### config.mk
export PLATFORM = sky130hd
export DESIGN_NAME = system_config
export DESIGN_NICKNAME = d
export VERILOG_FILES = /design/src/shared/sysconf_pkg.sv /design/src/rtl/env_pin_sync.sv /design/src/rtl/system_config.sv
export SDC_FILE = /design/constraint.sdc
export NUM_CORES = 1
export LEC_CHECK = 0
export BUFFER_PORTS_ARGS = -buffer_cell sky130_fd_sc_hd__buf_2
export CAP_MARGIN = 10
export CORE_MARGIN = 4
export CORE_UTILIZATION = 30
export CTS_CLUSTER_SIZE = 20
export DETAILED_ROUTE_END_ITERATION = 7
export PLACE_DENSITY = 0.58
export SETUP_SLACK_MARGIN = 0.05
export SYNTH_ARGS = -nofsm -noshare
export SYNTH_HDL_FRONTEND = slang
export SYNTH_SLANG_ARGS = --single-unit
### constraint.sdc
create_clock -name aclk -period 2.6 [get_ports aclk]
set_clock_uncertainty 0.05 [all_clocks]
set_input_delay 0.13 -clock aclk [delete_from_list [all_inputs] [get_ports aclk]]
set_output_delay 0.13 -clock aclk [all_outputs]
set_load 0.02 [all_outputs]
### src/shared/sysconf_pkg.sv
// system configuration block: register map, field layout, unlock keys, bus carriers.
// assumes a 24-bit byte address on an AXI4-Lite slave port with 32-bit data.
package sysconf_pkg;

	localparam int          ADDR_W             = 24;
	localparam int          ENV_W              = 3;

	// register byte addresses
	localparam logic [23:0] CFG_ADDR           = 24'hFFF910;
	localparam logic [23:0] STAT_ADDR          = 24'hFFF914;
	localparam logic [23:0] SWRST_ADDR         = 24'hFFF918;

	// configuration register fields
	localparam int          CFG_IOZONE_BIT     = 0;
	localparam int          CFG_PLL_BIT        = 1;
	localparam int          CFG_SLOW_BIT       = 3;
	localparam int          CFG_XCVR_BIT       = 4;
	localparam int          CFG_MISC_SLEW_BIT  = 5;
	localparam int          CFG_MEM_SLEW_BIT   = 6;
	localparam logic [7:0]  CFG_RST            = 8'h10;
	localparam logic [7:0]  CFG_WMASK          = 8'h7F;

	// status register fields
	localparam int          STAT_WDOG_BIT      = 6;

	// software reset keys
	localparam logic [7:0]  KEY_UNLOCK         = 8'hE1;
	localparam logic [7:0]  KEY_ENTER          = 8'h3E;
	localparam logic [7:0]  KEY_LEAVE          = 8'h0E;
	localparam logic [3:0]  BOOT_UNDEFINED     = 4'hF;
	localparam logic [6:0]  UNLOCK_WINDOW      = 7'h7F;
	// edges after power-on release until the pins are captured, one past the two edges the pin synchroniser needs to hold real levels
	localparam logic [1:0]  CAPTURE_WAIT       = 2'h3;

	localparam logic [1:0]  RESP_OKAY          = 2'h0;
	localparam logic [1:0]  RESP_SLVERR        = 2'h2;

	typedef enum logic [1:0] {
		SEQ_IDLE    = 2'h0,
		SEQ_ARMED   = 2'h1,
		SEQ_PENDING = 2'h3
	} seq_e;

	typedef enum logic [1:0] {
		SEL_CFG   = 2'h0,
		SEL_STAT  = 2'h1,
		SEL_SWRST = 2'h2,
		SEL_NONE  = 2'h3
	} reg_sel_e;

	typedef struct packed {
		logic [23:0] awaddr;
		logic        awvalid;
		logic [31:0] wdata;
		logic [3:0]  wstrb;
		logic        wvalid;
		logic        bready;
		logic [23:0] araddr;
		logic        arvalid;
		logic        rready;
	} axil_req_s;

	typedef struct packed {
		logic        awready;
		logic        wready;
		logic        bvalid;
		logic [1:0]  bresp;
		logic        arready;
		logic        rvalid;
		logic [31:0] rdata;
		logic [1:0]  rresp;
	} axil_rsp_s;

	typedef struct packed {
		logic [2:0] env_out;
		logic [2:0] env_oe_n;
		logic       misc_slow;
		logic       mem_slow;
	} pad_s;

	typedef struct packed {
		logic       internal_rom_environment;
		logic       external_rom_environment;
		logic [3:0] boot_region_size_field;
		logic       programming_code_present;
	} boot_cond_s;

endpackage

### src/rtl/env_pin_sync.sv
// two-stage synchroniser for the three environment pins.
// assumes the pins change asynchronously to aclk.
`timescale 1ns/100ps
module env_pin_sync (
	input  wire logic                       aclk,
	input  wire logic                       aresetn,
	input  wire logic [sysconf_pkg::ENV_W-1:0] pins,
	output logic      [sysconf_pkg::ENV_W-1:0] pins_sync
);
	typedef struct packed {
		logic [sysconf_pkg::ENV_W-1:0] meta;
		logic [sysconf_pkg::ENV_W-1:0] stable;
	} sync_s;

	sync_s s_r;
	sync_s s_nxt;

	always_comb begin
		s_nxt        = s_r;
		s_nxt.meta   = pins;
		s_nxt.stable = s_r.meta;
	end

	always_ff @(posedge aclk) begin
		if (!aresetn) begin
			s_r <= '0;
		end else begin
			s_r <= s_nxt;
		end
	end

	assign pins_sync = s_r.stable;
endmodule

### src/rtl/system_config.sv
// system configuration and software reset block behind an AXI4-Lite slave.
// assumes aresetn is the power-on reset; external and watchdog resets arrive
// as one-cycle pulses from the reset logic on aclk.
//
// The implementer's own choice: the AXI4-Lite register port.
`timescale 1ns/100ps

module system_config (
	input  wire logic                    aclk,
	input  wire logic                    aresetn,
	input  wire sysconf_pkg::axil_req_s  axi_req,
	output sysconf_pkg::axil_rsp_s       axi_rsp,
	input  wire sysconf_pkg::boot_cond_s boot_cond,
	input  wire logic                    external_reset,
	input  wire logic                    watchdog_reset,
	input  wire logic                    power_mode_active,
	input  wire logic [2:0]              environment_pins,
	input  wire logic                    any_flash_busy,
	input  wire logic                    data_flash_busy,
	input  wire logic                    flash_interface_busy,
	input  wire logic                    usb_controller_suspend,
	input  wire logic                    function_word_usb_enable,
	input  wire logic                    pll_clock,
	input  wire logic                    main_clock,
	input  wire logic                    slow_clock,
	output sysconf_pkg::pad_s            pads,
	output logic                         io_zone_external_bus_on,
	output logic                         transceiver_low_power,
	output logic                         system_reset_request,
	output logic                         boot_into_programming
);
	typedef struct packed {
		logic [7:0]             cfg;
		logic [2:0]             env_cap;
		logic [1:0]             cap_wait;
		logic                   wdog_flag;
		logic                   prog_flag;
		logic                   sticky_prog;
		sysconf_pkg::seq_e      seq;
		logic                   seq_enter;
		logic [6:0]             cnt;
		logic                   rst_req;
		logic                   any_busy;
		logic                   data_busy;
		logic                   aw_got;
		logic                   w_got;
		logic [23:0]            awaddr;
		logic [7:0]             wdata;
		logic                   wstrb0;
		sysconf_pkg::axil_rsp_s rsp;
		sysconf_pkg::pad_s      pad;
		logic                   iozone;
		logic                   xcvr_lp;
	} state_s;

	localparam state_s STATE_RST = '{
		cfg:         sysconf_pkg::CFG_RST,
		env_cap:     3'h0,
		cap_wait:    sysconf_pkg::CAPTURE_WAIT,
		wdog_flag:   1'b0,
		prog_flag:   1'b0,
		sticky_prog: 1'b0,
		seq:         sysconf_pkg::SEQ_IDLE,
		seq_enter:   1'b0,
		cnt:         7'h00,
		rst_req:     1'b0,
		any_busy:    1'b0,
		data_busy:   1'b0,
		aw_got:      1'b0,
		w_got:       1'b0,
		awaddr:      24'h000000,
		wdata:       8'h00,
		wstrb0:      1'b0,
		rsp:         '{default: 1'b0},
		pad:         '{env_out: 3'h0, env_oe_n: 3'h7, misc_slow: 1'b0, mem_slow: 1'b0},
		iozone:      1'b0,
		xcvr_lp:     1'b1
	};

	state_s     s_r;
	state_s     s_nxt;
	logic [2:0] env_sync;

	env_pin_sync u_env_sync (
		.aclk      (aclk),
		.aresetn   (aresetn),
		.pins      (environment_pins),
		.pins_sync (env_sync)
	);

	function automatic sysconf_pkg::reg_sel_e reg_select(input logic [23:0] addr);
		logic [23:0] word;
		word = {addr[23:2], 2'h0};
		if (word == sysconf_pkg::CFG_ADDR) begin
			return sysconf_pkg::SEL_CFG;
		end else if (word == sysconf_pkg::STAT_ADDR) begin
			return sysconf_pkg::SEL_STAT;
		end else if (word == sysconf_pkg::SWRST_ADDR) begin
			return sysconf_pkg::SEL_SWRST;
		end else begin
			return sysconf_pkg::SEL_NONE;
		end
	endfunction

	logic       aw_hs;
	logic       w_hs;
	logic       ar_hs;
	logic       do_write;
	logic       key_in;
	logic       enter_ok;
	logic       warm_reset;
	logic [7:0] status;

	always_comb begin
		s_nxt      = s_r;
		aw_hs      = axi_req.awvalid & s_r.rsp.awready;
		w_hs       = axi_req.wvalid & s_r.rsp.wready;
		ar_hs      = axi_req.arvalid & s_r.rsp.arready;
		do_write   = s_r.aw_got & s_r.w_got & ~s_r.rsp.bvalid;
		key_in     = 1'b0;
		s_nxt.rst_req = 1'b0;
		status     = {s_r.prog_flag, s_r.wdog_flag, 1'b0, s_r.data_busy,
			s_r.any_busy, s_r.env_cap};
		enter_ok   = (boot_cond.internal_rom_environment | boot_cond.external_rom_environment)
			& (boot_cond.boot_region_size_field != sysconf_pkg::BOOT_UNDEFINED)
			& boot_cond.programming_code_present;

		// flash busy flags come from logic on aclk, so one register stage suffices
		s_nxt.any_busy  = any_flash_busy;
		s_nxt.data_busy = data_flash_busy;

		// the synchroniser is reset with us, so wait until it carries the pins
		if (s_r.cap_wait != 2'h0) begin
			if (s_r.cap_wait == 2'h1) begin
				s_nxt.env_cap = env_sync;
			end
			s_nxt.cap_wait = s_r.cap_wait - 2'h1;
		end

		// write address and data may arrive in either order
		if (aw_hs) begin
			s_nxt.aw_got = 1'b1;
			s_nxt.awaddr = axi_req.awaddr;
		end
		if (w_hs) begin
			s_nxt.w_got  = 1'b1;
			s_nxt.wdata  = axi_req.wdata[7:0];
			s_nxt.wstrb0 = axi_req.wstrb[0];
		end
		if (do_write) begin
			s_nxt.aw_got     = 1'b0;
			s_nxt.w_got      = 1'b0;
			s_nxt.rsp.bvalid = 1'b1;
			s_nxt.rsp.bresp  = sysconf_pkg::RESP_OKAY;
			case (reg_select(s_r.awaddr))
				sysconf_pkg::SEL_CFG: begin
					// writes outside active mode are dropped so a sleeping core
					// cannot leave the pads half configured
					if (s_r.wstrb0 && power_mode_active) begin
						s_nxt.cfg = s_r.wdata & sysconf_pkg::CFG_WMASK;
					end
				end
				sysconf_pkg::SEL_STAT: begin
					if (s_r.wstrb0 && s_r.wdata[sysconf_pkg::STAT_WDOG_BIT]) begin
						s_nxt.wdog_flag = 1'b0;
					end
				end
				sysconf_pkg::SEL_SWRST: begin
					key_in = s_r.wstrb0;
				end
				default: begin
					s_nxt.rsp.bresp = sysconf_pkg::RESP_SLVERR;
				end
			endcase
		end else if (s_r.rsp.bvalid && axi_req.bready) begin
			s_nxt.rsp.bvalid = 1'b0;
		end

		if (ar_hs) begin
			s_nxt.rsp.rvalid = 1'b1;
			s_nxt.rsp.rresp  = sysconf_pkg::RESP_OKAY;
			case (reg_select(axi_req.araddr))
				sysconf_pkg::SEL_CFG: begin
					s_nxt.rsp.rdata = {24'h000000, s_r.cfg};
				end
				sysconf_pkg::SEL_STAT: begin
					s_nxt.rsp.rdata = {24'h000000, status};
				end
				sysconf_pkg::SEL_SWRST: begin
					// write-only: reads as zero
					s_nxt.rsp.rdata = 32'h00000000;
				end
				default: begin
					s_nxt.rsp.rdata = 32'h00000000;
					s_nxt.rsp.rresp = sysconf_pkg::RESP_SLVERR;
				end
			endcase
		end else if (s_r.rsp.rvalid && axi_req.rready) begin
			s_nxt.rsp.rvalid = 1'b0;
		end

		// cleared before the sequence so a coinciding programming entry is kept
		if (external_reset) begin
			s_nxt.wdog_flag = 1'b0;
			s_nxt.prog_flag = 1'b0;
		end

		// unlock sequence
		case (s_r.seq)
			sysconf_pkg::SEQ_IDLE: begin
				if (key_in && s_r.wdata == sysconf_pkg::KEY_UNLOCK) begin
					s_nxt.seq = sysconf_pkg::SEQ_ARMED;
					s_nxt.cnt = 7'h00;
				end
			end
			sysconf_pkg::SEQ_ARMED: begin
				if (key_in) begin
					if (s_r.wdata == sysconf_pkg::KEY_ENTER && enter_ok) begin
						s_nxt.seq       = sysconf_pkg::SEQ_PENDING;
						s_nxt.seq_enter = 1'b1;
					end else if (s_r.wdata == sysconf_pkg::KEY_LEAVE) begin
						s_nxt.seq       = sysconf_pkg::SEQ_PENDING;
						s_nxt.seq_enter = 1'b0;
					end else begin
						s_nxt.seq = sysconf_pkg::SEQ_IDLE;
					end
				end else if (s_r.cnt == sysconf_pkg::UNLOCK_WINDOW - 7'h01) begin
					s_nxt.seq = sysconf_pkg::SEQ_IDLE;
				end else begin
					s_nxt.cnt = s_r.cnt + 7'h01;
				end
			end
			sysconf_pkg::SEQ_PENDING: begin
				// an erase cut short by reset would leave flash corrupted
				if (!flash_interface_busy) begin
					s_nxt.rst_req = 1'b1;
					s_nxt.seq     = sysconf_pkg::SEQ_IDLE;
					if (s_r.seq_enter) begin
						s_nxt.sticky_prog = 1'b1;
						s_nxt.prog_flag   = 1'b1;
					end else begin
						s_nxt.sticky_prog = 1'b0;
						s_nxt.prog_flag   = 1'b0;
					end
				end
			end
			default: begin
				s_nxt.seq = sysconf_pkg::SEQ_IDLE;
			end
		endcase

		// warm resets reload config and recapture the pins; bus state is kept
		warm_reset = external_reset | watchdog_reset | s_r.rst_req;
		if (warm_reset) begin
			s_nxt.cfg      = sysconf_pkg::CFG_RST;
			s_nxt.cap_wait = 2'h1;
			s_nxt.seq      = sysconf_pkg::SEQ_IDLE;
		end
		// set after every clear so a coinciding watchdog event is kept
		if (watchdog_reset) begin
			s_nxt.wdog_flag = 1'b1;
		end

		s_nxt.rsp.awready = ~s_nxt.aw_got & ~s_nxt.rsp.bvalid;
		s_nxt.rsp.wready  = ~s_nxt.w_got & ~s_nxt.rsp.bvalid;
		s_nxt.rsp.arready = ~s_nxt.rsp.rvalid;

		s_nxt.iozone = s_r.cfg[sysconf_pkg::CFG_IOZONE_BIT]
			& boot_cond.internal_rom_environment;
		s_nxt.pad.env_out  = {slow_clock, main_clock, pll_clock};
		s_nxt.pad.env_oe_n = ~s_r.cfg[sysconf_pkg::CFG_SLOW_BIT:sysconf_pkg::CFG_PLL_BIT];
		s_nxt.pad.misc_slow = s_r.cfg[sysconf_pkg::CFG_MISC_SLEW_BIT];
		s_nxt.pad.mem_slow  = s_r.cfg[sysconf_pkg::CFG_MEM_SLEW_BIT];
		s_nxt.xcvr_lp = ~s_r.cfg[sysconf_pkg::CFG_XCVR_BIT] | usb_controller_suspend
			| ~function_word_usb_enable;
	end

	// share the env_oe_n slice above, one bit per pin
	always_ff @(posedge aclk) begin
		if (!aresetn) begin
			s_r <= STATE_RST;
		end else begin
			s_r <= s_nxt;
		end
	end

	assign axi_rsp                 = s_r.rsp;
	assign pads                    = s_r.pad;
	assign io_zone_external_bus_on = s_r.iozone;
	assign transceiver_low_power   = s_r.xcvr_lp;
	assign system_reset_request    = s_r.rst_req;
	assign boot_into_programming   = s_r.sticky_prog;
endmodule

==> flow_metrics.env, run 1 <==
export IMPL_gr_total_overflow=0
export IMPL_setup_violations_final=0
export IMPL_grt_start_max_net_pins=47
export IMPL_crit_path_buf_inv_count=0
export IMPL_critical_path_endpoint_type="flop"
export IMPL_die_height_um=123.2
export IMPL_drv_max_cap_violation_count=0
export IMPL_cts_tree="yes"
export IMPL_critical_path_arrival_ns=2.36
export IMPL_detailedPlacementHpwl_um=6780
export IMPL_postSynth_topFlopCell="dfxtp_1"
export IMPL_p_leak_nw=2.191
export IMPL_first_pass_grt_wire_length_um=14290
export IMPL_cts_root_to_sink_buffers=2
export IMPL_average_cell_area_after_synthesis_um2=8.602
export IMPL_design_final_nets=698
export IMPL_unrepaired_setup_endpoints_after_global_routing="false"
export IMPL_slowest_delay_ns=0.60
export IMPL_fin_util=0.4032
export IMPL_die_footprint_um2=15180
export IMPL_antennaDiodeCount=0
export IMPL_xor_xnor_share_of_the_synthesized_area=0
export IMPL_finalWorstPathRequiredPeriod_ns=2.185
export IMPL_via_count_of_the_first_global_routing_pass=3128
export IMPL_yosys_area_top_type="dfxtp_1"
export IMPL_yosys_mux_area_fraction=0.03770
export IMPL_ys_warn_count=0
export IMPL_internal_power_mw=2.478
export IMPL_final_layout_size_suffix_gt1_frac=0.2347
export IMPL_synthesis_instances=463
export IMPL_grt_usage=0.1198
export IMPL_cp_cell_sequence="nand3b_1, nor4_4, nand4_2, a211o_1"
export IMPL_post_route_period_util=0.8403
export IMPL_finalSetupTns_ns=0
export IMPL_worst_ir_drop_on_vdd_v=0.0004169
export IMPL_initial_drt_pass_iterations=5
export IMPL_total_power_mw=3.188
export IMPL_hold_violations=0
export IMPL_slowest_stage="nor4_4"
export IMPL_mappedNetlistArea_um2=3983
export IMPL_power_density_cells_nw_per_um2=616.5
export IMPL_switching_power_share_of_the_total=0.2225
export IMPL_cts_made_buffers=9
export IMPL_synth_seq_area_share=0.4625
export IMPL_routed_via_density=4.468
export IMPL_gp_congestion=0.7865
export IMPL_detail_route_drc_violations=0
export IMPL_max_freq_mhz=457.7
export IMPL_crit_fanout=9
export IMPL_worst_setup_path_type="flop to flop"
export IMPL_synthAdderAreaFrac=0.006283
export IMPL_post_synth_most_frequent_cells="nand2_1, dfxtp_1, buf_4, a21oi_1, nor2_1"
export IMPL_worst_path_dominant_cell_family="simple AND/OR/NAND/NOR gates"
export IMPL_drt_wirelength_per_cell_um=12.27
export IMPL_die_width_um=123.2
export IMPL_p_comb_frac=0.092
export IMPL_row_count=41
export IMPL_floorplan_initialDensity=0.3105
export IMPL_finalWirelength_um=9326
export IMPL_post_synth_main_area_contributors="dfxtp_1, buf_4, nand2_1"
export IMPL_tightest_slew_ns=0.8178
export IMPL_detail_route_iter0_violations=158
export IMPL_cp_start_kind="flop"
export IMPL_core_um2=12820
export IMPL_yosys_register_bits=92
export IMPL_clock_pin_slew_on_the_worst_setup_and_hold_paths_ns=0.06
export IMPL_area_of_all_placed_cells_without_fillers_um2=5171
export IMPL_clk_latency_ns=0.34
export IMPL_dpl_cell_area_um2=4405
export IMPL_hp_class="input pin to flop"
export IMPL_clkSinkCount=92
export IMPL_outcome="completed"
export IMPL_area_growth_synth_to_final_pct=29.85
export IMPL_drtAntennaViolNets=0
export IMPL_fraction_of_registers_with_async_set_reset=0
export IMPL_synth_top_area_share=0.4625
export IMPL_synth_edff_count=0
export IMPL_num_vias=3396
export IMPL_yosys_cell_count_top_type="nand2_1"
export IMPL_clock_root_buffer="clkbuf_16"
export IMPL_slew_limit_headroom=0.4548
export IMPL_io_pin_count=165
export IMPL_share_clk_of_total_power=0.443
export IMPL_synth_top_family_by_area="simple AND/OR/NAND/NOR gates"
export IMPL_synthSimpleGateAreaFrac=0.2516
export IMPL_grt_antenna_before_repair=0
export IMPL_switchingPower_uw=709.3
export IMPL_sequentialPowerShare=0.465
export IMPL_port_buffer_count=107
export IMPL_yosysUniqueCellTypes=53
export IMPL_maxSlewViolCount=0
export IMPL_cts_htree_levels=3
export IMPL_synth_compound_area_frac=0.1210
export IMPL_timing_reg2reg_setup_slack_ns=0.42
export IMPL_worstPathRequired_ns=2.78
[power groups by stage]
stage / Sequential, mW / Combinational [mW] / Clock, mW
global route: 1.49 / 0.325 / 1.50
detailed placement: 1.51 / 0.244 / 0
finish: 1.48 / 0.294 / 1.41
floorplan: 1.51 / 0.194 / 0
global placement: 1.51 / 0.239 / 0
CTS: 1.48 / 0.295 / 1.45
[cells in the final DEF, fill, tap and decap left out, drive strengths merged, types with 3 or more instances in the layout]
master and instances:
conb 26, and2 17, nand3 10, clkbuf 11, nand4b 4, nand3b 3
buf 110, dlygate4sd3 44, mux2i 15, nor3 7, nor2b 4, dfxtp 92
nand4 10, o21ai 12, nand2 95, inv 9, nor4 4, o211ai 5
and3 4, a31oi 6, a21oi 39, nor2 23, or4 3
[timing repair]
item | CTS | global route
setup buffers | 0 | 0
hold buffers | 44 | 0
setup endpoints to repair | 0 | 0
hold endpoints to repair | 43 | 0
resized for setup | 0 | 0
[per-stage QoR]
step,worst slack (ns),hold slack [ns],std cells
5_1_grt,0.2585,0.03200,760
3_5_place_dp,0.4307,0.2769,701
6_report,0.4151,0.01924,760
2_1_floorplan,0.5926,0.1593,488
3_3_place_gp,0.4530,0.2735,701
4_1_cts,0.4021,0.002743,760
[logic make-up (layout without fill, tap and decap cells)]
group / Yosys count / in the layout
flops: 92 / 92
buf+inv: 78 / 178
mux: 15 / 15
simple gates: 196 / 196
compound gates: 79 / 79
fa+ha+maj: 2 / 2
other cells: 1 / 26
[metal layers]
metal,up-vias,GRT usage,wire length [um]
met5,-,0,0
met4,0,0.04221,137
met3,11,0.03934,838
met2,117,0.1930,4220
met1,1514,0.1502,4129
li1,1754,-,-
[tightest hold or removal path, cell delays in order]
cell      delay [ns]
buf_2           0.10
nand2_1         0.05
a311oi_1        0.08
[path summary, 6_finish.rpt]
| path | startpoint | cells past startpoint | end |
|---|---|---|---|
| worst min register to register | s_r[110] | 1 | pads[4] |
| worst max-delay path | axi_rsp[38] | 4 | s_r[111] |
| worst min-delay path | axi_req[5] | 3 | axi_rsp[1] |
| worst max register to register | axi_rsp[38] | 4 | s_r[111] |
[registers in the layout, summed over array words and instances (netlist names)]
signal / flops
s_r: 57
u_env_sync.pins_sync: 3
transceiver_low_power: 1
system_reset_request: 1
pads: 8
boot_into_programming: 1
axi_rsp: 15
u_env_sync.s_nxt: 3
io_zone_external_bus_on: 1
s_nxt: 2
[cell type report]
cell class | instances | area, um2
repair buffers | 154 | 998.5
multi-input cells | 318 | 1757
inverters | 9 | 33.78
clock inverters | 4 | 72.57
flip-flops and latches | 92 | 1842
clock buffers | 11 | 252.7
well taps | 172 | 215.2
fillers | 1298 | 7654
(Power assumes the default switching activity.)
==> inputs of run 2 (changes only) <==
- clock period: 2.6 -> 2.1 ns (I/O delays scaled with it)
==> flow_metrics.env, run 2 (synthesis results as in run 1) <==
export IMPL_outcome="completed"
export IMPL_place_detailed_instances=707
export IMPL_die_footprint_um2=15180
export IMPL_worst_ir_drop_on_vdd_v=0.0004099
export IMPL_largest_reg_flops=57
export IMPL_port_buffer_count=107
export IMPL_slowest_stage="or4b_4"
export IMPL_cp_start_kind="flop"
export IMPL_worst_r2r_endpoint="s_r[97]"
export IMPL_internal_power_mw=2.961
export IMPL_num_vias=3424
export IMPL_slowest_delay_ns=0.56
export IMPL_p_leak_nw=2.219
export IMPL_detail_route_drc_violations=0
export IMPL_grt_usage=0.1235
export IMPL_total_power_mw=3.848
export IMPL_drv_max_cap_violation_count=0
export IMPL_finalWirelength_um=9457
export IMPL_sequentialPowerShare=0.477
export IMPL_worst_setup_path_type="flop to flop"
export IMPL_tightest_slew_ns=0.6988
export IMPL_antennaDiodeCount=0
export IMPL_initial_drt_pass_iterations=4
export IMPL_hold_violations=0
export IMPL_critical_path_endpoint_type="flop"
export IMPL_fin_util=0.4065
export IMPL_critical_path_endpoint="s_r[97]"
export IMPL_grt_start_max_net_pins=47
export IMPL_timing_reg2reg_setup_slack_ns=0.08
export IMPL_switchingPower_uw=886.8
export IMPL_most_flop_heavy_register="s_r"
export IMPL_routed_via_density=4.458
export IMPL_clk_latency_ns=0.33
export IMPL_slew_limit_headroom=0.5330
export IMPL_area_growth_synth_to_final_pct=30.91
export IMPL_cts_repair_resize_count=0
export IMPL_clock_root_buffer="clkbuf_16"
export IMPL_regToRegStartpoint="s_r[67]"
export IMPL_maxSlewViolCount=0
export IMPL_cts_made_buffers=9
export IMPL_detail_route_iter0_violations=142
export IMPL_core_um2=12820
export IMPL_detailedPlacementHpwl_um=6951
export IMPL_multi_input_area_um2=1757
export IMPL_floorplan_initialDensity=0.3105
export IMPL_cp_cell_sequence="or4b_4, nor4_4, nand2_4, o31a_1, a221oi_2"
export IMPL_most_common_layout_cells="buf_2, nand2_1, dfxtp_1"
export IMPL_clkSinkCount=92
export IMPL_ff2ff_path_depth=5
export IMPL_power_density_cells_nw_per_um2=738.1
export IMPL_die_height_um=123.2
export IMPL_max_freq_mhz=494.0
export IMPL_hp_class="input pin to flop"
export IMPL_design_final_nets=705
export IMPL_finalSetupTns_ns=0
export IMPL_io_pin_count=165
export IMPL_first_pass_grt_wire_length_um=14840
export IMPL_cts_htree_levels=3
export IMPL_unrepaired_setup_endpoints_after_global_routing="true"
export IMPL_clock_pin_slew_on_the_worst_setup_and_hold_paths_ns=0.06
export IMPL_final_layout_size_suffix_gt1_frac=0.2433
export IMPL_via_count_of_the_first_global_routing_pass=3152
export IMPL_setup_violations_final=0
export IMPL_worstPathRequired_ns=2.29
export IMPL_row_count=41
export IMPL_finalWorstPathRequiredPeriod_ns=2.024
export IMPL_switching_power_share_of_the_total=0.2304
export IMPL_n_fill_cell=1317
export IMPL_drtAntennaViolNets=0
export IMPL_share_clk_of_total_power=0.428
export IMPL_ff_latch_area_um2=1842
export IMPL_critical_path_arrival_ns=2.22
export IMPL_crit_fanout=4
export IMPL_die_width_um=123.2
export IMPL_post_route_period_util=0.9640
export IMPL_mostFrequentLayoutCell="buf_2"
export IMPL_final_instance_count_excl_fill=768
export IMPL_drt_wirelength_per_cell_um=12.31
export IMPL_cts_tree="yes"
export IMPL_grt_antenna_before_repair=0
export IMPL_cp_startpoint="s_r[67]"
export IMPL_min_from="axi_req[26]"
export IMPL_gp_congestion=0.8117
export IMPL_p_comb_frac=0.095
export IMPL_cts_root_to_sink_buffers=2
export IMPL_gr_total_overflow=0
## run 2: worst min path at each step
stage	endpoint	slack (ns)	cells after the start
floorplan	system_reset_request	0.13	1
global placement	transceiver_low_power	0.25	2
detailed placement	transceiver_low_power	0.25	2
CTS	axi_rsp[34]	0.008	3
global route	axi_rsp[34]	0.02	3
finish	axi_rsp[38]	0.02	3
## run 2: metrics by stage
step           instance area (um2)  hold slack (ns)  setup WS, ns
2_1_floorplan                 4076           0.1343       0.09261
3_3_place_gp                  4451           0.2486        0.1373
3_5_place_dp                  4451           0.2517       0.08105
4_1_cts                       5214         0.007531       0.06085
5_1_grt                       5214          0.02061     -0.003075
6_report                      5214          0.01820       0.07550
## run 2: timing repair
action	in CTS	in global routing
hold buffers	45	0
setup endpoints to repair	0	4
endpoints found under the hold margin	44	0
buffers inserted	0	0
## run 2: per-layer routing
layer,up-vias,GRT usage,share of wire
met5,-,0,0
met3,9,0.03431,0.081
met4,0,0.03737,0.0085
li1,1768,-,-
met1,1525,0.1548,0.45
met2,122,0.2066,0.46
## run 2: layout make-up
cell class,count,area share
Sequential cell,92,0.3533
Multi-Input combinational cell,318,0.3369
Timing Repair Buffer,161,0.2021
Clock buffer,11,0.04848
Tap cell,172,0.04128
Clock inverter,5,0.01152
Inverter,9,0.006479
## run 2: power groups by stage
stage / registers [mW] / logic [mW] / clock network, mW
3_5_place_dp: 1.88 / 0.304 / 0
4_1_cts: 1.84 / 0.368 / 1.69
2_1_floorplan: 1.87 / 0.240 / 0
3_3_place_gp: 1.87 / 0.299 / 0
6_report: 1.84 / 0.366 / 1.65
5_1_grt: 1.84 / 0.407 / 1.75
## run 2: critical path: cells and delay by family, from the launching register on
family / cells / cell delay (ns)
AO/OA/AOI/OAI: 2 / 0.59
flip-flops: 1 / 0.31
AND/OR/NAND/NOR: 3 / 0.99
==> inputs of run 3 (changes only) <==
- SLEW_MARGIN: not set -> 20
- clock period: 2.1 -> 2 ns (I/O delays scaled with it)
==> flow_metrics.env, run 3 (synthesis results as in run 1) <==
export IMPL_final_instance_count_excl_fill=772
export IMPL_finalWirelength_um=9727
export IMPL_grt_start_max_net_pins=47
export IMPL_ff_latch_area_um2=1842
export IMPL_cts_htree_levels=3
export IMPL_core_um2=12820
export IMPL_clkSinkCount=92
export IMPL_worstPathRequired_ns=2.20
export IMPL_drt_wirelength_per_cell_um=12.60
export IMPL_crit_fanout=5
export IMPL_slowest_stage="or4b_4"
export IMPL_port_buffer_count=107
export IMPL_drv_max_cap_violation_count=0
export IMPL_cts_root_to_sink_buffers=2
export IMPL_power_density_cells_nw_per_um2=788.2
export IMPL_area_of_all_placed_cells_without_fillers_um2=5273
export IMPL_design_final_nets=709
export IMPL_clk_latency_ns=0.34
export IMPL_cts_made_buffers=9
export IMPL_n_fill_cell=1277
export IMPL_tightest_slew_ns=0.7252
export IMPL_post_route_period_util=0.9806
export IMPL_hp_class="input pin to flop"
export IMPL_die_height_um=123.2
export IMPL_io_pin_count=165
export IMPL_switchingPower_uw=974.9
export IMPL_cts_tree="yes"
export IMPL_most_flop_heavy_register="s_r"
export IMPL_clock_pin_slew_on_the_worst_setup_and_hold_paths_ns=0.07
export IMPL_most_common_layout_cells="buf_2, nand2_1, dfxtp_1"
export IMPL_switching_power_share_of_the_total=0.2346
export IMPL_gp_congestion=0.8104
export IMPL_p_comb_frac=0.094
export IMPL_largest_reg_flops=57
export IMPL_routed_via_density=4.543
export IMPL_mostFrequentLayoutCell="buf_2"
export IMPL_die_footprint_um2=15180
export IMPL_min_path_cells=3
export IMPL_grt_antenna_before_repair=0
export IMPL_num_vias=3507
export IMPL_internal_power_mw=3.181
export IMPL_ff2ff_path_depth=5
export IMPL_drtAntennaViolNets=0
export IMPL_first_pass_grt_wire_length_um=14980
export IMPL_area_growth_synth_to_final_pct=32.39
export IMPL_setup_violations_final=0
export IMPL_hold_path_endpoint="axi_rsp[38]"
export IMPL_p_leak_nw=2.252
export IMPL_multi_input_area_um2=1772
export IMPL_place_detailed_instances=708
export IMPL_grt_usage=0.1240
export IMPL_finalWorstPathRequiredPeriod_ns=1.961
export IMPL_row_count=41
export IMPL_dpl_cell_area_um2=4458
export IMPL_worst_r2r_endpoint="s_r[97]"
export IMPL_detail_route_drc_violations=0
export IMPL_maxSlewViolCount=0
export IMPL_worst_setup_path_type="flop to flop"
export IMPL_via_count_of_the_first_global_routing_pass=3190
export IMPL_timing_reg2reg_setup_slack_ns=0.04
export IMPL_hold_violations=0
export IMPL_gr_total_overflow=0
export IMPL_max_freq_mhz=509.9
export IMPL_sequentialPowerShare=0.464
export IMPL_slowest_delay_ns=0.55
export IMPL_detailedPlacementHpwl_um=6994
export IMPL_share_clk_of_total_power=0.442
export IMPL_cp_start_kind="flop"
export IMPL_outcome="completed"
export IMPL_regToRegStartpoint="s_r[70]"
export IMPL_critical_path_arrival_ns=2.16
export IMPL_initial_drt_pass_iterations=5
export IMPL_floorplan_initialDensity=0.3105
export IMPL_unrepaired_setup_endpoints_after_global_routing="true"
export IMPL_die_width_um=123.2
export IMPL_antennaDiodeCount=0
export IMPL_cp_cell_sequence="or4b_4, nor4_4, nand2_4, o31a_1, a221oi_2"
export IMPL_worst_ir_drop_on_vdd_v=0.0006935
export IMPL_slew_limit_headroom=0.5154
export IMPL_clock_root_buffer="clkbuf_16"
export IMPL_critical_path_endpoint_type="flop"
export IMPL_detail_route_iter0_violations=143
export IMPL_final_layout_size_suffix_gt1_frac=0.2467
export IMPL_min_from="axi_req[26]"
## run 3: cell type report
type                            count  share of cell area
Clock buffer                       10             0.04343
Clock inverter                      6             0.01804
Inverter                            9            0.006407
Multi-Input combinational cell    318              0.3360
Sequential cell                    92              0.3493
Tap cell                          172             0.04082
Timing Repair Buffer              165              0.2060
## run 3: what timing repair did
item,4_1_cts,5_1_grt
resized for setup,0,3
hold buffers,46,0
gates cloned,0,0
buffers inserted,1,1
pin swaps,2,1
setup endpoints to repair,6,8
endpoints found under the hold margin,45,0
## run 3: routing by layer
layer,vias up,global-route usage,share of wire
met4,0,0.03322,0.0083
li1,1771,-,-
met5,-,0,0
met2,139,0.2022,0.45
met3,5,0.03888,0.090
met1,1592,0.1588,0.45
## run 3: how the worst max path moves through the flow
| stage | startpoint | to | depth (start not counted) |
|---|---|---|---|
| final | s_r[70] | s_r[97] | 5 |
| after global routing | s_r[70] | s_r[95] | 6 |
| after global placement | s_r[70] | s_r[95] | 5 |
| after detailed placement | s_r[70] | s_r[95] | 6 |
| after CTS | s_r[70] | s_r[97] | 5 |
| after floorplan | s_r[70] | s_r[97] | 5 |
## run 3: per-stage QoR
stage / util / setup WS [ns] / total power [mW] / TNS, ns / hold slack, ns
floorplan: - / 0.01140 / 2.211 / 0 / 0.1293
global placement: 0.3476 / 0.04848 / 2.283 / 0 / 0.2444
detailed placement: 0.3476 / 0.01152 / 2.290 / 0 / 0.2490
CTS: 0.4094 / 0.03310 / 4.207 / 0 / 0.01135
global route: 0.4111 / -0.07115 / 4.316 / -0.2338 / 0.03506
finish: 0.4111 / 0.03890 / 4.156 / 0 / 0.02725
## run 3: critical path: cells and delay by family (launching register included)
kind | cells | cell delay [ns]
AND/OR/NAND/NOR | 3 | 0.97
AO/OA/AOI/OAI | 2 | 0.54
flip-flops | 1 | 0.31
## run 3: power groups by stage
stage,logic [mW],registers (mW),clock network (mW)
after floorplan,0.252,1.96,0
after global placement,0.316,1.97,0
after detailed placement,0.321,1.97,0
after CTS,0.391,1.93,1.89
after global routing,0.432,1.93,1.95
final,0.391,1.93,1.84
